`config.mk`:
```
export PLATFORM = sky130hd
export DESIGN_NAME = reset_cause_and_register_init
export DESIGN_NICKNAME = d
export VERILOG_FILES = /design/src/reset_cause_and_register_init.v /design/src/reset_event_decoder.v
export VERILOG_INCLUDE_DIRS = /design/src
export SDC_FILE = /design/constraint.sdc
export NUM_CORES = 1
export LEC_CHECK = 0
export BUFFER_PORTS_ARGS = -buffer_cell sky130_fd_sc_hd__buf_2
export CAP_MARGIN = 20
export CORE_ASPECT_RATIO = 1.2
export CORE_MARGIN = 1.5
export CORE_UTILIZATION = 40
export CTS_BUF_LIST = sky130_fd_sc_hd__clkbuf_8
export CTS_CLUSTER_SIZE = 12
export DETAILED_ROUTE_END_ITERATION = 10
export PLACE_DENSITY = 0.61
export SLEW_MARGIN = 15
export SYNTH_ARGS = -nofsm -noshare
export SYNTH_HDL_FRONTEND = slang
export SYNTH_SLANG_ARGS = --single-unit
```
`constraint.sdc`:
```
create_clock -name core_clk -period 8.5 [get_ports core_clk]
set_clock_uncertainty 0.2 [all_clocks]
set_input_delay 1.275 -clock core_clk [delete_from_list [all_inputs] [get_ports core_clk]]
set_output_delay 1.275 -clock core_clk [all_outputs]
set_load 0.02 [all_outputs]
```
`src/reset_init_defs.vh`:
```
`ifndef RESET_INIT_DEFS_VH
`define RESET_INIT_DEFS_VH

// Register indices on the register port.
`define IDX_RESET_STATUS  5'h00
`define IDX_STACK_INDEX   5'h01
`define IDX_RET_UPPER     5'h02
`define IDX_RET_HIGH      5'h03
`define IDX_RET_LOW       5'h04
`define IDX_PCLATCH_UPPER 5'h05
`define IDX_PCLATCH_HIGH  5'h06
`define IDX_PC_LOW        5'h07
`define IDX_TBL_UPPER     5'h08
`define IDX_TBL_HIGH      5'h09
`define IDX_TBL_LOW       5'h0A
`define IDX_TBL_LATCH     5'h0B
`define IDX_PROD_HIGH     5'h0C
`define IDX_PROD_LOW      5'h0D
`define IDX_INT_CTRL_A    5'h0E
`define IDX_INT_CTRL_B    5'h0F
`define IDX_INT_CTRL_C    5'h10
`define IDX_IND0_HIGH     5'h11
`define IDX_IND0_LOW      5'h12
`define IDX_IND1_HIGH     5'h13
`define IDX_IND1_LOW      5'h14
`define IDX_WORKING       5'h15
`define IDX_BANK_SELECT   5'h16
`define IDX_EVT_STATUS    5'h17
`define IDX_EVT_MASK      5'h18
`define NUM_CORE          5'h17

// Reset control and status bit masks.
`define RCM_SBO 8'h40
`define RCM_RI  8'h10
`define RCM_TO  8'h08
`define RCM_PD  8'h04
`define RCM_POR 8'h02
`define RCM_BOR 8'h01
`define RESET_CONTROL_STATUS_SW_MASK 8'h43
`define RESET_CONTROL_STATUS_POR_VAL 8'h5C

// Stack index fields.
`define STK_FULL_MASK 8'h80
`define STK_UNF_MASK  8'h40
`define STK_PTR_MASK  8'h1F
`define STK_RD_MASK   8'hDF

// Implemented-bit masks of narrow registers.
`define MASK_5BIT 8'h1F
`define MASK_6BIT 8'h3F
`define MASK_4BIT 8'h0F

// Interrupt control reset values and enable bits.
`define INTA_RST_MASK 8'h01
`define INTB_RST_VAL  8'hFF
`define INTC_RST_VAL  8'hC0
`define GIE_HIGH_BIT  7
`define GIE_LOW_BIT   6

// Event categories.
`define CAT_NONE     3'h0
`define CAT_BOR      3'h1
`define CAT_RESET    3'h2
`define CAT_WAKE_WDT 3'h3
`define CAT_WAKE_INT 3'h4
`define CAT_FLAG     3'h5

// Power modes.
`define MODE_FULL  2'h0
`define MODE_RUN   2'h1
`define MODE_IDLE  2'h2
`define MODE_SLEEP 2'h3

// Brown-out configurations.
`define BOR_CFG_OFF 2'h0
`define BOR_CFG_SW  2'h1
`define BOR_CFG_HW_NOSLEEP 2'h2

// Program counter values.
`define RESET_PC 21'h000000
`define VEC_HIGH 21'h000008
`define VEC_LOW  21'h000018
`define PC_STEP  21'h000002

`endif

```
`src/reset_cause_and_register_init.v`:
```
// Strobed register access and the address map were chosen for this implementation.
`timescale 1ns/1ps
`include "reset_init_defs.vh"

// How it works
// Undefined registers: random at power-on, otherwise kept.
// Watchdog wake-up keeps most registers intact.
// Defined registers load value for reset category.
// Power-on: PC zero, flags set per table.
// Reset instruction clears RI; brown-out sets three.
// Pin reset flag edits depend on power mode.
// Running watchdog timeout clears timeout flag, restarts.
// Sleeping watchdog timeout clears two flags, PC+2.
// Enabled stack errors set flag and restart.
// Disabled stack underflow only sets its flag.
// Interrupt wake clears PD, continues or vectors.
// Software brown-out enable reset value rule.
// Return-top cleared on resets; push on vectored interrupt wake.
// PC latches and table registers cleared on resets.
// Product, working, pointers kept; bank cleared.
// Interrupt controls load fixed values on power-on; control A keeps bit 0 on other resets.
// Brown-out flag cleared on brown-out or power-on.
// Software brown-out enable reads zero unless configured.
// All reset defaults applied in one cycle.

module reset_cause_and_register_init (
	// Clock and synchronous power-on reset.
	input  wire        core_clk,
	input  wire        resetn,
	// Reset and wake-up event pulses.
	input  wire        brownout_evt,
	input  wire        external_reset_pin_evt,
	input  wire        watchdog_evt,
	input  wire        reset_instr_evt,
	input  wire        stack_full_evt,
	input  wire        stack_underflow_evt,
	input  wire        int_wake_evt,
	// Core conditions sampled with the events.
	input  wire [1:0]  power_mode,
	input  wire        stack_overflow_reset_enable,
	input  wire [1:0]  brownout_config,
	input  wire [20:0] current_pc,
	input  wire [7:0]  wake_flags,
	// Register port.
	input  wire [4:0]  reg_addr,
	input  wire [7:0]  reg_wdata,
	input  wire        reg_wr,
	input  wire        reg_rd,
	output reg  [7:0]  reg_rdata_r,
	// Core control outputs.
	output reg  [20:0] program_counter_r,
	output reg         pc_load_r,
	output reg         brownout_active_r,
	output reg         irq_r
);

	// Core register storage, addressed by index.
	reg  [7:0]  core_r [0:22];
	reg  [7:0]  ev_status_r;
	reg  [7:0]  ev_mask_r;
	reg  [7:0]  ev_status_nxt;
	reg  [7:0]  rdata_nxt;
	reg  [7:0]  push_ptr_nxt;
	integer     i;

	wire [2:0]  cat;
	wire [7:0]  rc_set;
	wire [7:0]  rc_clr;
	wire [7:0]  stk_set;
	wire [7:0]  reset_control_status;
	wire [7:0]  reset_control_status_evt;
	wire [7:0]  stk;
	wire [7:0]  ev_vec;
	wire [20:0] pc_step;
	wire [20:0] vec_pc;
	wire        sw_bor_mode;
	wire        sbo_kept;
	wire        gie_any;
	wire        wr_core;
	wire        is_reset;

	// Implemented bits of each register, shared by write and read.
	function [7:0] reg_mask;
		input [4:0] idx;
		begin
			case (idx)
				`IDX_RESET_STATUS:  reg_mask = `RESET_CONTROL_STATUS_SW_MASK;
				`IDX_STACK_INDEX:   reg_mask = `STK_RD_MASK;
				`IDX_RET_UPPER:     reg_mask = `MASK_5BIT;
				`IDX_PCLATCH_UPPER: reg_mask = `MASK_5BIT;
				`IDX_TBL_UPPER:     reg_mask = `MASK_6BIT;
				`IDX_IND0_HIGH:     reg_mask = `MASK_4BIT;
				`IDX_IND1_HIGH:     reg_mask = `MASK_4BIT;
				`IDX_BANK_SELECT:   reg_mask = `MASK_4BIT;
				default:            reg_mask = 8'hFF;
			endcase
		end
	endfunction

	// Registers that every reset clears; wake-ups rewrite only the low PC byte and the return registers.
	function reg_clears;
		input [4:0] idx;
		begin
			case (idx)
				`IDX_RET_UPPER, `IDX_RET_HIGH, `IDX_RET_LOW,
				`IDX_PCLATCH_UPPER, `IDX_PCLATCH_HIGH, `IDX_PC_LOW,
				`IDX_TBL_UPPER, `IDX_TBL_HIGH, `IDX_TBL_LOW,
				`IDX_TBL_LATCH, `IDX_BANK_SELECT: reg_clears = 1'b1;
				default: reg_clears = 1'b0;
			endcase
		end
	endfunction

	// Event priority and flag edits.
	reset_event_decoder u_decoder (
		.brownout_evt                (brownout_evt),
		.external_reset_pin_evt      (external_reset_pin_evt),
		.watchdog_evt                (watchdog_evt),
		.reset_instr_evt             (reset_instr_evt),
		.stack_full_evt              (stack_full_evt),
		.stack_underflow_evt         (stack_underflow_evt),
		.int_wake_evt                (int_wake_evt),
		.power_mode                  (power_mode),
		.stack_overflow_reset_enable (stack_overflow_reset_enable),
		.cat                         (cat),
		.rc_set                      (rc_set),
		.rc_clr                      (rc_clr),
		.stk_set                     (stk_set)
	);

	// Shorthands for the status registers and derived conditions.
	assign reset_control_status = core_r[`IDX_RESET_STATUS];
	assign stk = core_r[`IDX_STACK_INDEX];
	assign reset_control_status_evt = (reset_control_status & ~rc_clr) | rc_set;
	assign pc_step = current_pc + `PC_STEP;
	// Vector chosen by the high-priority enable; only its low byte is stored.
	assign vec_pc = core_r[`IDX_INT_CTRL_A][`GIE_HIGH_BIT] ?
		`VEC_HIGH : `VEC_LOW;
	assign sw_bor_mode = (brownout_config == `BOR_CFG_SW);
	assign sbo_kept = sw_bor_mode & ((reset_control_status & `RCM_SBO) != 8'h00);
	assign gie_any = core_r[`IDX_INT_CTRL_A][`GIE_HIGH_BIT] |
		core_r[`IDX_INT_CTRL_A][`GIE_LOW_BIT];
	assign wr_core = reg_wr & (reg_addr < `NUM_CORE);
	assign is_reset = (cat == `CAT_BOR) | (cat == `CAT_RESET);
	assign ev_vec = {1'b0, int_wake_evt, stack_underflow_evt,
		stack_full_evt, reset_instr_evt, watchdog_evt,
		external_reset_pin_evt, brownout_evt};

	// Stack index after a push by an interrupt wake-up.
	always @* begin
		push_ptr_nxt = stk;
		push_ptr_nxt[4:0] = stk[4:0] + 5'h01;
		if (stk[4:0] == 5'h1F) begin
			push_ptr_nxt = push_ptr_nxt | `STK_FULL_MASK;
		end
	end

	// Core registers: power-on load, software writes, event loads.
	always @(posedge core_clk) begin
		if (!resetn) begin
			// Product, working and pointer registers stay unloaded.
			for (i = 0; i < 23; i = i + 1) begin
				if (reg_clears(i[4:0])) begin
					core_r[i] <= 8'h00;
				end
			end
			core_r[`IDX_RESET_STATUS] <= `RESET_CONTROL_STATUS_POR_VAL;
			core_r[`IDX_STACK_INDEX] <= 8'h00;
			core_r[`IDX_INT_CTRL_A] <= 8'h00;
			core_r[`IDX_INT_CTRL_B] <= `INTB_RST_VAL;
			core_r[`IDX_INT_CTRL_C] <= `INTC_RST_VAL;
		end else begin
			// Software writes land first; events below override them.
			if (wr_core) begin
				if (reg_addr == `IDX_RESET_STATUS) begin
					core_r[reg_addr] <= (reset_control_status & ~`RESET_CONTROL_STATUS_SW_MASK) |
						(reg_wdata & `RESET_CONTROL_STATUS_SW_MASK);
				end else begin
					core_r[reg_addr] <= reg_wdata & reg_mask(reg_addr);
				end
			end
			case (cat)
				`CAT_BOR, `CAT_RESET: begin
					// Every defined register loads in this one edge.
					for (i = 0; i < 23; i = i + 1) begin
						if (reg_clears(i[4:0])) begin
							core_r[i] <= 8'h00;
						end
					end
					if (sbo_kept) begin
						core_r[`IDX_RESET_STATUS] <= reset_control_status_evt;
					end else begin
						core_r[`IDX_RESET_STATUS] <= reset_control_status_evt & ~`RCM_SBO;
					end
					core_r[`IDX_STACK_INDEX] <= (stk | stk_set) &
						~`STK_PTR_MASK;
					core_r[`IDX_INT_CTRL_A] <= core_r[`IDX_INT_CTRL_A] &
						`INTA_RST_MASK;
					core_r[`IDX_INT_CTRL_B] <= `INTB_RST_VAL;
					core_r[`IDX_INT_CTRL_C] <= `INTC_RST_VAL;
				end
				`CAT_WAKE_WDT: begin
					// Resumption: only the flags and the low PC byte move.
					core_r[`IDX_RESET_STATUS] <= reset_control_status_evt;
					core_r[`IDX_PC_LOW] <= pc_step[7:0];
				end
				`CAT_WAKE_INT: begin
					core_r[`IDX_RESET_STATUS] <= reset_control_status_evt;
					core_r[`IDX_INT_CTRL_A] <= core_r[`IDX_INT_CTRL_A] |
						wake_flags;
					if (gie_any) begin
						// Vectoring pushes the return address.
						core_r[`IDX_RET_UPPER] <= {3'h0, pc_step[20:16]};
						core_r[`IDX_RET_HIGH] <= pc_step[15:8];
						core_r[`IDX_RET_LOW] <= pc_step[7:0];
						core_r[`IDX_STACK_INDEX] <= push_ptr_nxt;
						core_r[`IDX_PC_LOW] <= vec_pc[7:0];
					end else begin
						core_r[`IDX_PC_LOW] <= pc_step[7:0];
					end
				end
				`CAT_FLAG: begin
					// Stack error with no reset: flag only.
					core_r[`IDX_STACK_INDEX] <= stk | stk_set;
				end
				default: begin
					core_r[`IDX_BANK_SELECT] <= wr_core &&
						reg_addr == `IDX_BANK_SELECT ?
						(reg_wdata & `MASK_4BIT) :
						core_r[`IDX_BANK_SELECT];
				end
			endcase
		end
	end

	// Program counter load that goes with each category.
	always @(posedge core_clk) begin
		if (!resetn) begin
			program_counter_r <= `RESET_PC;
			pc_load_r <= 1'b0;
		end else begin
			pc_load_r <= (cat != `CAT_NONE) & (cat != `CAT_FLAG);
			case (cat)
				`CAT_BOR, `CAT_RESET: begin
					program_counter_r <= `RESET_PC;
				end
				`CAT_WAKE_WDT: begin
					program_counter_r <= pc_step;
				end
				`CAT_WAKE_INT: begin
					if (!gie_any) begin
						program_counter_r <= pc_step;
					end else if (core_r[`IDX_INT_CTRL_A][`GIE_HIGH_BIT]) begin
						program_counter_r <= `VEC_HIGH;
					end else begin
						program_counter_r <= `VEC_LOW;
					end
				end
				default: begin
					program_counter_r <= program_counter_r;
				end
			endcase
		end
	end

	// Sticky event status; a new event beats a same-cycle clear.
	always @* begin
		ev_status_nxt = ev_status_r;
		if (reg_wr && reg_addr == `IDX_EVT_STATUS) begin
			ev_status_nxt = ev_status_nxt & ~reg_wdata;
		end
		ev_status_nxt = ev_status_nxt | ev_vec;
	end

	// Event status, mask and the level interrupt.
	always @(posedge core_clk) begin
		if (!resetn) begin
			ev_status_r <= 8'h00;
			ev_mask_r <= 8'h00;
			irq_r <= 1'b0;
		end else begin
			ev_status_r <= ev_status_nxt;
			if (reg_wr && reg_addr == `IDX_EVT_MASK) begin
				ev_mask_r <= reg_wdata & 8'h7F;
				irq_r <= (ev_status_nxt & reg_wdata & 8'h7F) != 8'h00;
			end else begin
				irq_r <= (ev_status_nxt & ev_mask_r) != 8'h00;
			end
		end
	end

	// Brown-out detector enable seen by the supervisory circuit.
	always @(posedge core_clk) begin
		if (!resetn) begin
			brownout_active_r <= 1'b0;
		end else begin
			case (brownout_config)
				`BOR_CFG_OFF: brownout_active_r <= 1'b0;
				`BOR_CFG_SW: brownout_active_r <= (reset_control_status & `RCM_SBO) != 8'h00;
				`BOR_CFG_HW_NOSLEEP: begin
					brownout_active_r <= power_mode != `MODE_SLEEP;
				end
				default: brownout_active_r <= 1'b1;
			endcase
		end
	end

	// Read data selection; the enable bit reads zero outside mode 01.
	always @* begin
		rdata_nxt = 8'h00;
		if (reg_addr == `IDX_RESET_STATUS) begin
			rdata_nxt = sw_bor_mode ? reset_control_status : (reset_control_status & ~`RCM_SBO);
		end else if (reg_addr < `NUM_CORE) begin
			rdata_nxt = core_r[reg_addr] & reg_mask(reg_addr);
		end else if (reg_addr == `IDX_EVT_STATUS) begin
			rdata_nxt = ev_status_r;
		end else if (reg_addr == `IDX_EVT_MASK) begin
			rdata_nxt = ev_mask_r;
		end
	end

	// Read data stands in the cycle after the strobe only.
	always @(posedge core_clk) begin
		if (!resetn) begin
			reg_rdata_r <= 8'h00;
		end else if (reg_rd) begin
			reg_rdata_r <= rdata_nxt;
		end else begin
			reg_rdata_r <= 8'h00;
		end
	end

endmodule

```
`src/reset_event_decoder.v`:
```
`timescale 1ns/1ps
`include "reset_init_defs.vh"

module reset_event_decoder (
	// Event pulses.
	input  wire       brownout_evt,
	input  wire       external_reset_pin_evt,
	input  wire       watchdog_evt,
	input  wire       reset_instr_evt,
	input  wire       stack_full_evt,
	input  wire       stack_underflow_evt,
	input  wire       int_wake_evt,
	// Conditions.
	input  wire [1:0] power_mode,
	input  wire       stack_overflow_reset_enable,
	// Decoded result.
	output reg  [2:0] cat,
	output reg  [7:0] rc_set,
	output reg  [7:0] rc_clr,
	output reg  [7:0] stk_set
);

	wire low_power;

	// Idle and sleep count as stopped-core modes.
	assign low_power = (power_mode == `MODE_IDLE) |
		(power_mode == `MODE_SLEEP);

	// Picks the highest-priority event and its flag edits.
	always @* begin
		cat = `CAT_NONE;
		rc_set = 8'h00;
		rc_clr = 8'h00;
		stk_set = 8'h00;
		if (brownout_evt) begin
			cat = `CAT_BOR;
			rc_set = `RCM_RI | `RCM_TO | `RCM_PD;
			rc_clr = `RCM_BOR;
		end else if (external_reset_pin_evt) begin
			cat = `CAT_RESET;
			case (power_mode)
				`MODE_RUN: begin
					rc_set = `RCM_TO;
				end
				`MODE_IDLE, `MODE_SLEEP: begin
					rc_set = `RCM_TO;
					rc_clr = `RCM_PD;
				end
				default: begin
					rc_set = 8'h00;
				end
			endcase
		end else if (watchdog_evt) begin
			if (low_power) begin
				cat = `CAT_WAKE_WDT;
				rc_clr = `RCM_TO | `RCM_PD;
			end else begin
				cat = `CAT_RESET;
				rc_clr = `RCM_TO;
			end
		end else if (reset_instr_evt) begin
			cat = `CAT_RESET;
			rc_clr = `RCM_RI;
		end else if (stack_full_evt) begin
			stk_set = `STK_FULL_MASK;
			cat = stack_overflow_reset_enable ? `CAT_RESET : `CAT_FLAG;
		end else if (stack_underflow_evt) begin
			stk_set = `STK_UNF_MASK;
			cat = stack_overflow_reset_enable ? `CAT_RESET : `CAT_FLAG;
		end else if (int_wake_evt) begin
			cat = `CAT_WAKE_INT;
			rc_clr = `RCM_PD;
		end
	end

endmodule

```
==> impl_results.md, run 1 <==
* Status: complete, no violations
* Via count at 8243
* Top-area cell type share of the netlist area at 50.46%
* Num CTS Buffers at 42
* Sequential share of power at 52.5%
* Switching share of power at 24.74%
* DRT Pass-1 Iters at 5
* Avg Cell Area, Syn at 12.53 sq um
* Final hold viol count at 0
* Top-count cell post-synth: edfxtp_1
* Post-route clock period utilization at 64.33%
* Worst slew margin at 24.34%
* Post-route antenna net violation count at 0
* Grt ovf at 0
* Lkg Pwr at 4.806 nW
* Initial antenna violation count at 2
* Hold path depth at 2
* First-pass GRT wire length at 48.64 mm
* Post-synth EDFFs at 192
* FP Rows at 67
* Final wirelength at 32.51 mm
* Placed cells at 1359
* Int Pwr at 1.876 mW
* Psw at 616.9 uW
* DRT iter0 DRCs at 923
* Clk pwr share at 38.6%
* Clk slew on worst S/H paths at 0.06 ns
* Main synth FF type: edfxtp_1
* Yosys warning count at 0
* Synth cell types at 81
* Post-route design area at 13010 sq um
* H-tree depth at 2
* Vias in the first global route at 8120
* Fraction of the yosys area taken by sequential cells at 58.69%
* PwrDens at 191.7 nW/um^2
* Critical path arrival at 5.47 ns
* Die area at 29590 sq um
* CP max stage cell: a211oi_4
* Clk root buf: clkbuf_8
* Top cells by area, synth: edfxtp_1 50%, mux4_2 10%, dfxtp_1 8.2%
* Effective utilization at floorplan at 40.81%
* Slew Viols, Final at 0
* Core box area at 28000 sq um
* CP Cell Sequence: buf_2, buf_4, and2b_1, o21ai_0, o2111ai_1, nor2_1, a211oi_4, buf_4, mux2i_2, inv_1
* Hold Crit Class: flop to flop
* Post-synthesis async set-or-reset flop share at 0%
* Hold buffers post-CTS at 0
* Top Ports at 90
* Largest net degree at the start of global routing at 44
* Fmax at 182.9 MHz
* Drt drc at 0
* Width of the die at 157.3 um
* Minimum clock period at 5.468 ns
* Tot GR Track Use at 22.40%
* Total negative slack at 0 ns
* Non-Filler Instances at 1430
* CP dominant cell by count: buf_4
* Commonest cells post-synth: 192 x edfxtp_1, 105 x nor2_1, 102 x nand2_1
* R2r worst-path depth at 6
* Total of max-cap violations at 0
* RSZ-0062 raised after global routing: no
* CTS tree: yes
* Flops & latches, synth at 239
* CP Max Fanout at 42
* Setup violators final at 0
* Worst-Margin Slew at 1.131 ns
* Post-CTS Setup Inserts at 0
* Post-cts resize count at 0
* Final net count at 1086
* Max stage delay on crit path at 0.88 ns
* Combinational Power Share at 8.9%
* Area after DPL at 12260 sq um
* WHS at 0.2450 ns
* Skew-Pair Late Insertion Delay at 0.55 ns
* Startpoint Class: input pin
* Synth area leader: edfxtp_1
* Die Y at 188.1 um
* Share of layout cells above drive strength 1 at 23.24%
* Avg WL per Cell at 22.74 um
* Critical path type: input pin to flop
* Vias per Instance at 5.764
* Layout area overhead at 13.84%
* DP HPWL at 22.40 mm
* Clock Path Buffers at 3
* Port Buf Inserts at 89
* Gpl congestion at 0.8738
* Critical Path RT at 8.50 ns
* Worst setup EP type: flop
* Peak VDD IR at 0.00009236 V
* Mapped Area at 11430 sq um
* Post-Synthesis Cells at 912
* CTS sink cnt at 239
-- flip-flops by register name (all words and copies together) (netlist names) --
register / flops
brownout_active_r: 1
core_r: 192
ev_mask_r: 7
ev_status_r: 8
irq_r: 1
pc_load_r: 1
program_counter_r: 21
reg_rdata_r: 8
-- routing by layer --
layer,vias to the layer above,track usage (%),wire [um]
met1,4087,29.59,13330
met5,-,0,10
li1,3685,-,-
met2,380,35.39,15490
met3,89,4.368,2312
met4,2,10.67,1369
-- critical path, delay by kind of cell --
family | cells | cell delay, ns
AOI/OAI and AO/OA | 3 | 1.11
buffers and inverters | 4 | 1.81
muxes | 1 | 0.81
and+or+nand+nor | 2 | 0.42
-- power groups by stage --
stage	Sequential (mW)	Clock [mW]	Combinational (mW)
after floorplan	1.33	0	0.138
after global placement	1.33	0	0.217
after detailed placement	1.33	0	0.219
after CTS	1.31	0.975	0.219
after global routing	1.31	1.03	0.236
final	1.31	0.963	0.222
-- cells by family after synthesis --
logic type | after synthesis | share of synthesized area [%]
simple gates | 310 | 12.76
flops | 239 | 58.69
compound gates | 192 | 11.44
buf+inv | 81 | 3.449
mux | 66 | 11.76
xor+xnor | 20 | 1.533
fa+ha+maj | 3 | 0.3286
other cells | 1 | 0.03282
-- cell usage in the layout (no fill, tap or decap), types with 7 or more instances in the layout --
| cell type | netlist | routed |
|---|---|---|
| nand3_1 | 29 | 29 |
| edfxtp_1 | 192 | 192 |
| conb_1 | 1 | 23 |
| xor2_1 | 14 | 14 |
| and3_1 | 9 | 9 |
| nand2_1 | 102 | 102 |
| clkinv_1 | 3 | 7 |
| buf_2 | 26 | 89 |
| o21ai_0 | 52 | 52 |
| dfxtp_1 | 47 | 47 |
| a221oi_1 | 8 | 8 |
| clkbuf_8 | 0 | 44 |
| and2_1 | 10 | 10 |
| o22ai_1 | 40 | 40 |
| nand2b_1 | 8 | 8 |
| buf_4 | 6 | 16 |
| nor3_1 | 8 | 7 |
| a21oi_1 | 35 | 35 |
| nor2_1 | 105 | 105 |
| mux4_2 | 53 | 53 |
| inv_1 | 20 | 34 |
-- final cells by class --
class                      count  area, sq um
fill                        2591        14990
clock inverter                25        133.9
tap                          379        474.2
timing repair buffer         105        565.5
antenna                        1        2.502
inverter                      23        86.33
clock buffer                  44        605.6
sequential                   239         6706
multi-input combinational    614         4433
-- per-stage QoR --
step / worst slack [ns] / power (mW) / utilization (%)
final: 3.032 / 2.493 / 46.46
after CTS: 3.108 / 2.503 / 46.41
after detailed placement: 2.534 / 1.551 / 43.77
after global routing: 2.823 / 2.575 / 46.46
after floorplan: 4.156 / 1.466 / -
after global placement: 2.603 / 1.549 / 43.77
-- final timing paths --
kind / from / slack (ns) / end
worst min register to register: program_counter_r[3] / 0.25 / program_counter_r[3]
worst max-delay path: reg_addr[1] / 3.03 / core_r[20][5]
worst max register to register: core_r[14][6] / 4.40 / core_r[20][5]
worst min-delay path: program_counter_r[3] / 0.25 / program_counter_r[3]
No activity file was read; power rests on OpenSTA's default activity.
==> run 2: changes to the inputs <==
- clock period: 8.5 -> 5.4 ns (I/O delays scaled with it)
==> run 2 against run 1 <==
Combinational power rose by 60%; sequential cell count unchanged; clock power up 75%; count of clock-buffer cells in the layout up 4; sequential share of layout area decreased by 0.82 points; sequential power up 57%; critical path depth shrank 2; worst hold slack got worse by 0.0076 ns; first-iteration DRC count fell by 11%; largest cell class unchanged.
==> impl_results.md, run 2 (synthesis gave the netlist of run 1 again) <==
* Hold buffers post-CTS at 0
* Slew Viols, Final at 0
* Lkg Pwr at 4.927 nW
* Die area at 29590 sq um
* Clock Path Buffers at 3
* Int Pwr at 3.118 mW
* Metal3 WL at 2.394 mm
* Peak VDD IR at 0.0001739 V
* Skew-Pair Late Insertion Delay at 0.55 ns
* Pre-CTS setup slack at 0.9379 ns
* Hold Path End: ev_status_r[7]
* Grt ovf at 0
* Width of the die at 157.3 um
* Critical path type: input pin to flop
* Layout area overhead at 15.69%
* Psw at 990.8 uW
* Worst-Margin Slew at 1.089 ns
* Clk root buf: clkbuf_8
* Die Y at 188.1 um
* Met2 routed WL at 15.90 mm
* First-pass GRT wire length at 49.42 mm
* Regs by FF count: core_r (192), program_counter_r (21)
* Critical path arrival at 3.99 ns
* Clk slew on worst S/H paths at 0.07 ns
* Metal-1 WL at 13.29 mm
* Post-CTS Setup Inserts at 0
* Final worst slack at 1.352 ns
* RSZ-0062 raised after global routing: no
* R2R setup slack at 1.78 ns
* Status: complete, no violations
* Reg2reg start: core_r[14][7]
* H-tree depth at 2
* Final net count at 1098
* Avg WL per Cell at 22.72 um
* Vias per Instance at 5.743
* Num CTS Buffers at 41
* Via count at 8316
* Initial antenna violation count at 0
* Port Buf Inserts at 89
* Largest net degree at the start of global routing at 37
* Sequential share of power at 50.1%
* Drt drc at 0
* Combinational Power Share at 8.7%
* Most frequent cells in the layout: 192 x edfxtp_1, 105 x nor2_1, 102 x nand2_1, 89 x buf_2, 53 x mux4_2
* PwrDens at 310.8 nW/um^2
* Reg2reg end: core_r[21][5]
* Tot GR Track Use at 22.54%
* Hold path depth at 2
* Minimum clock period at 4.048 ns
* Hold Startpoint: ev_status_r[7]
* Antenna diode count at 0
* Biggest register: core_r
* Leading cell type in the layout, fill and taps excluded: edfxtp_1
* Effective utilization at floorplan at 40.81%
* Max reg flops at 192
* R2r worst-path depth at 5
* CTS sink cnt at 239
* Post-cts resize count at 0
* Total of max-cap violations at 0
* Non-Filler Instances at 1448
* CTS tree: yes
* FP Rows at 67
* Final wirelength at 32.90 mm
* Placed cells at 1372
* Critical Path RT at 5.35 ns
* Final hold viol count at 0
* DRT iter0 DRCs at 826
* Switching share of power at 24.12%
* DRT Pass-1 Iters at 5
* CP Max Fanout at 32
* Worst setup EP type: flop
* Total negative slack at 0 ns
* Hold Crit Class: flop to flop
* WHS at 0.2374 ns
* Gpl congestion at 0.8955
* Fmax at 247.1 MHz
* Vias in the first global route at 8184
* Top Ports at 90
* DP HPWL at 23.13 mm
* Worst slew margin at 26.85%
* Clk pwr share at 41.2%
* Post-route antenna net violation count at 0
* Setup violators final at 0
* Startpoint Class: input pin
* Post-route clock period utilization at 74.96%
* Top layer in use: met4
* Core box area at 28000 sq um
* Share of layout cells above drive strength 1 at 24.42%
## run 2: worst max-delay path by stage
stage                                 startpoint       endpoint  cells past startpoint
after floorplan           external_reset_pin_evt  core_r[18][0]                      9
after CTS                            reg_addr[2]  core_r[13][6]                      8
after detailed placement             reg_addr[2]  core_r[21][0]                      8
final                                reg_addr[2]  core_r[21][5]                      8
after global placement               reg_addr[1]  core_r[13][3]                      8
after global routing                 reg_addr[2]  core_r[21][6]                      8
## run 2: per-stage QoR
stage / util (%) / area [sq um] / total power, mW
4_1_cts: 47.19 / 13210 / 4.132
5_1_grt: 47.21 / 13220 / 4.238
3_3_place_gp: 44.12 / 12350 / 2.447
3_5_place_dp: 44.12 / 12350 / 2.449
6_report: 47.21 / 13220 / 4.108
2_1_floorplan: - / 11510 / 2.307
## run 2: critical path, cell delays in order
cell and delay [ns]:
buf_2 0.48, nor3_1 0.17, nand2_1 0.23, and4_1 0.25, o221ai_2 0.12, a211oi_4 0.63, nor2_1 0.34, nor3_1 0.95
## run 2: power by group through the flow
stage	Clock (mW)	Combinational, mW	Sequential (mW)
final	1.69	0.356	2.06
after global routing	1.80	0.378	2.06
after global placement	0	0.350	2.10
after CTS	1.72	0.352	2.06
after floorplan	0	0.217	2.09
after detailed placement	0	0.351	2.10
## run 2: routing by layer
layer / GRT usage, % / vias up
met4: 9.180 / 0
met3: 3.582 / 77
met5: 0 / -
li1: - / 3708
met1: 29.90 / 4131
met2: 36.78 / 400
## run 2: cell type report
class / count / area, sq um
Tap cell: 379 / 474.2
Sequential cell: 239 / 6706
Clock buffer: 48 / 660.6
Clock inverter: 27 / 200.2
Inverter: 23 / 86.33
Fill cell: 2587 / 14780
Timing Repair Buffer: 118 / 663.1
Multi-Input combinational cell: 614 / 4428
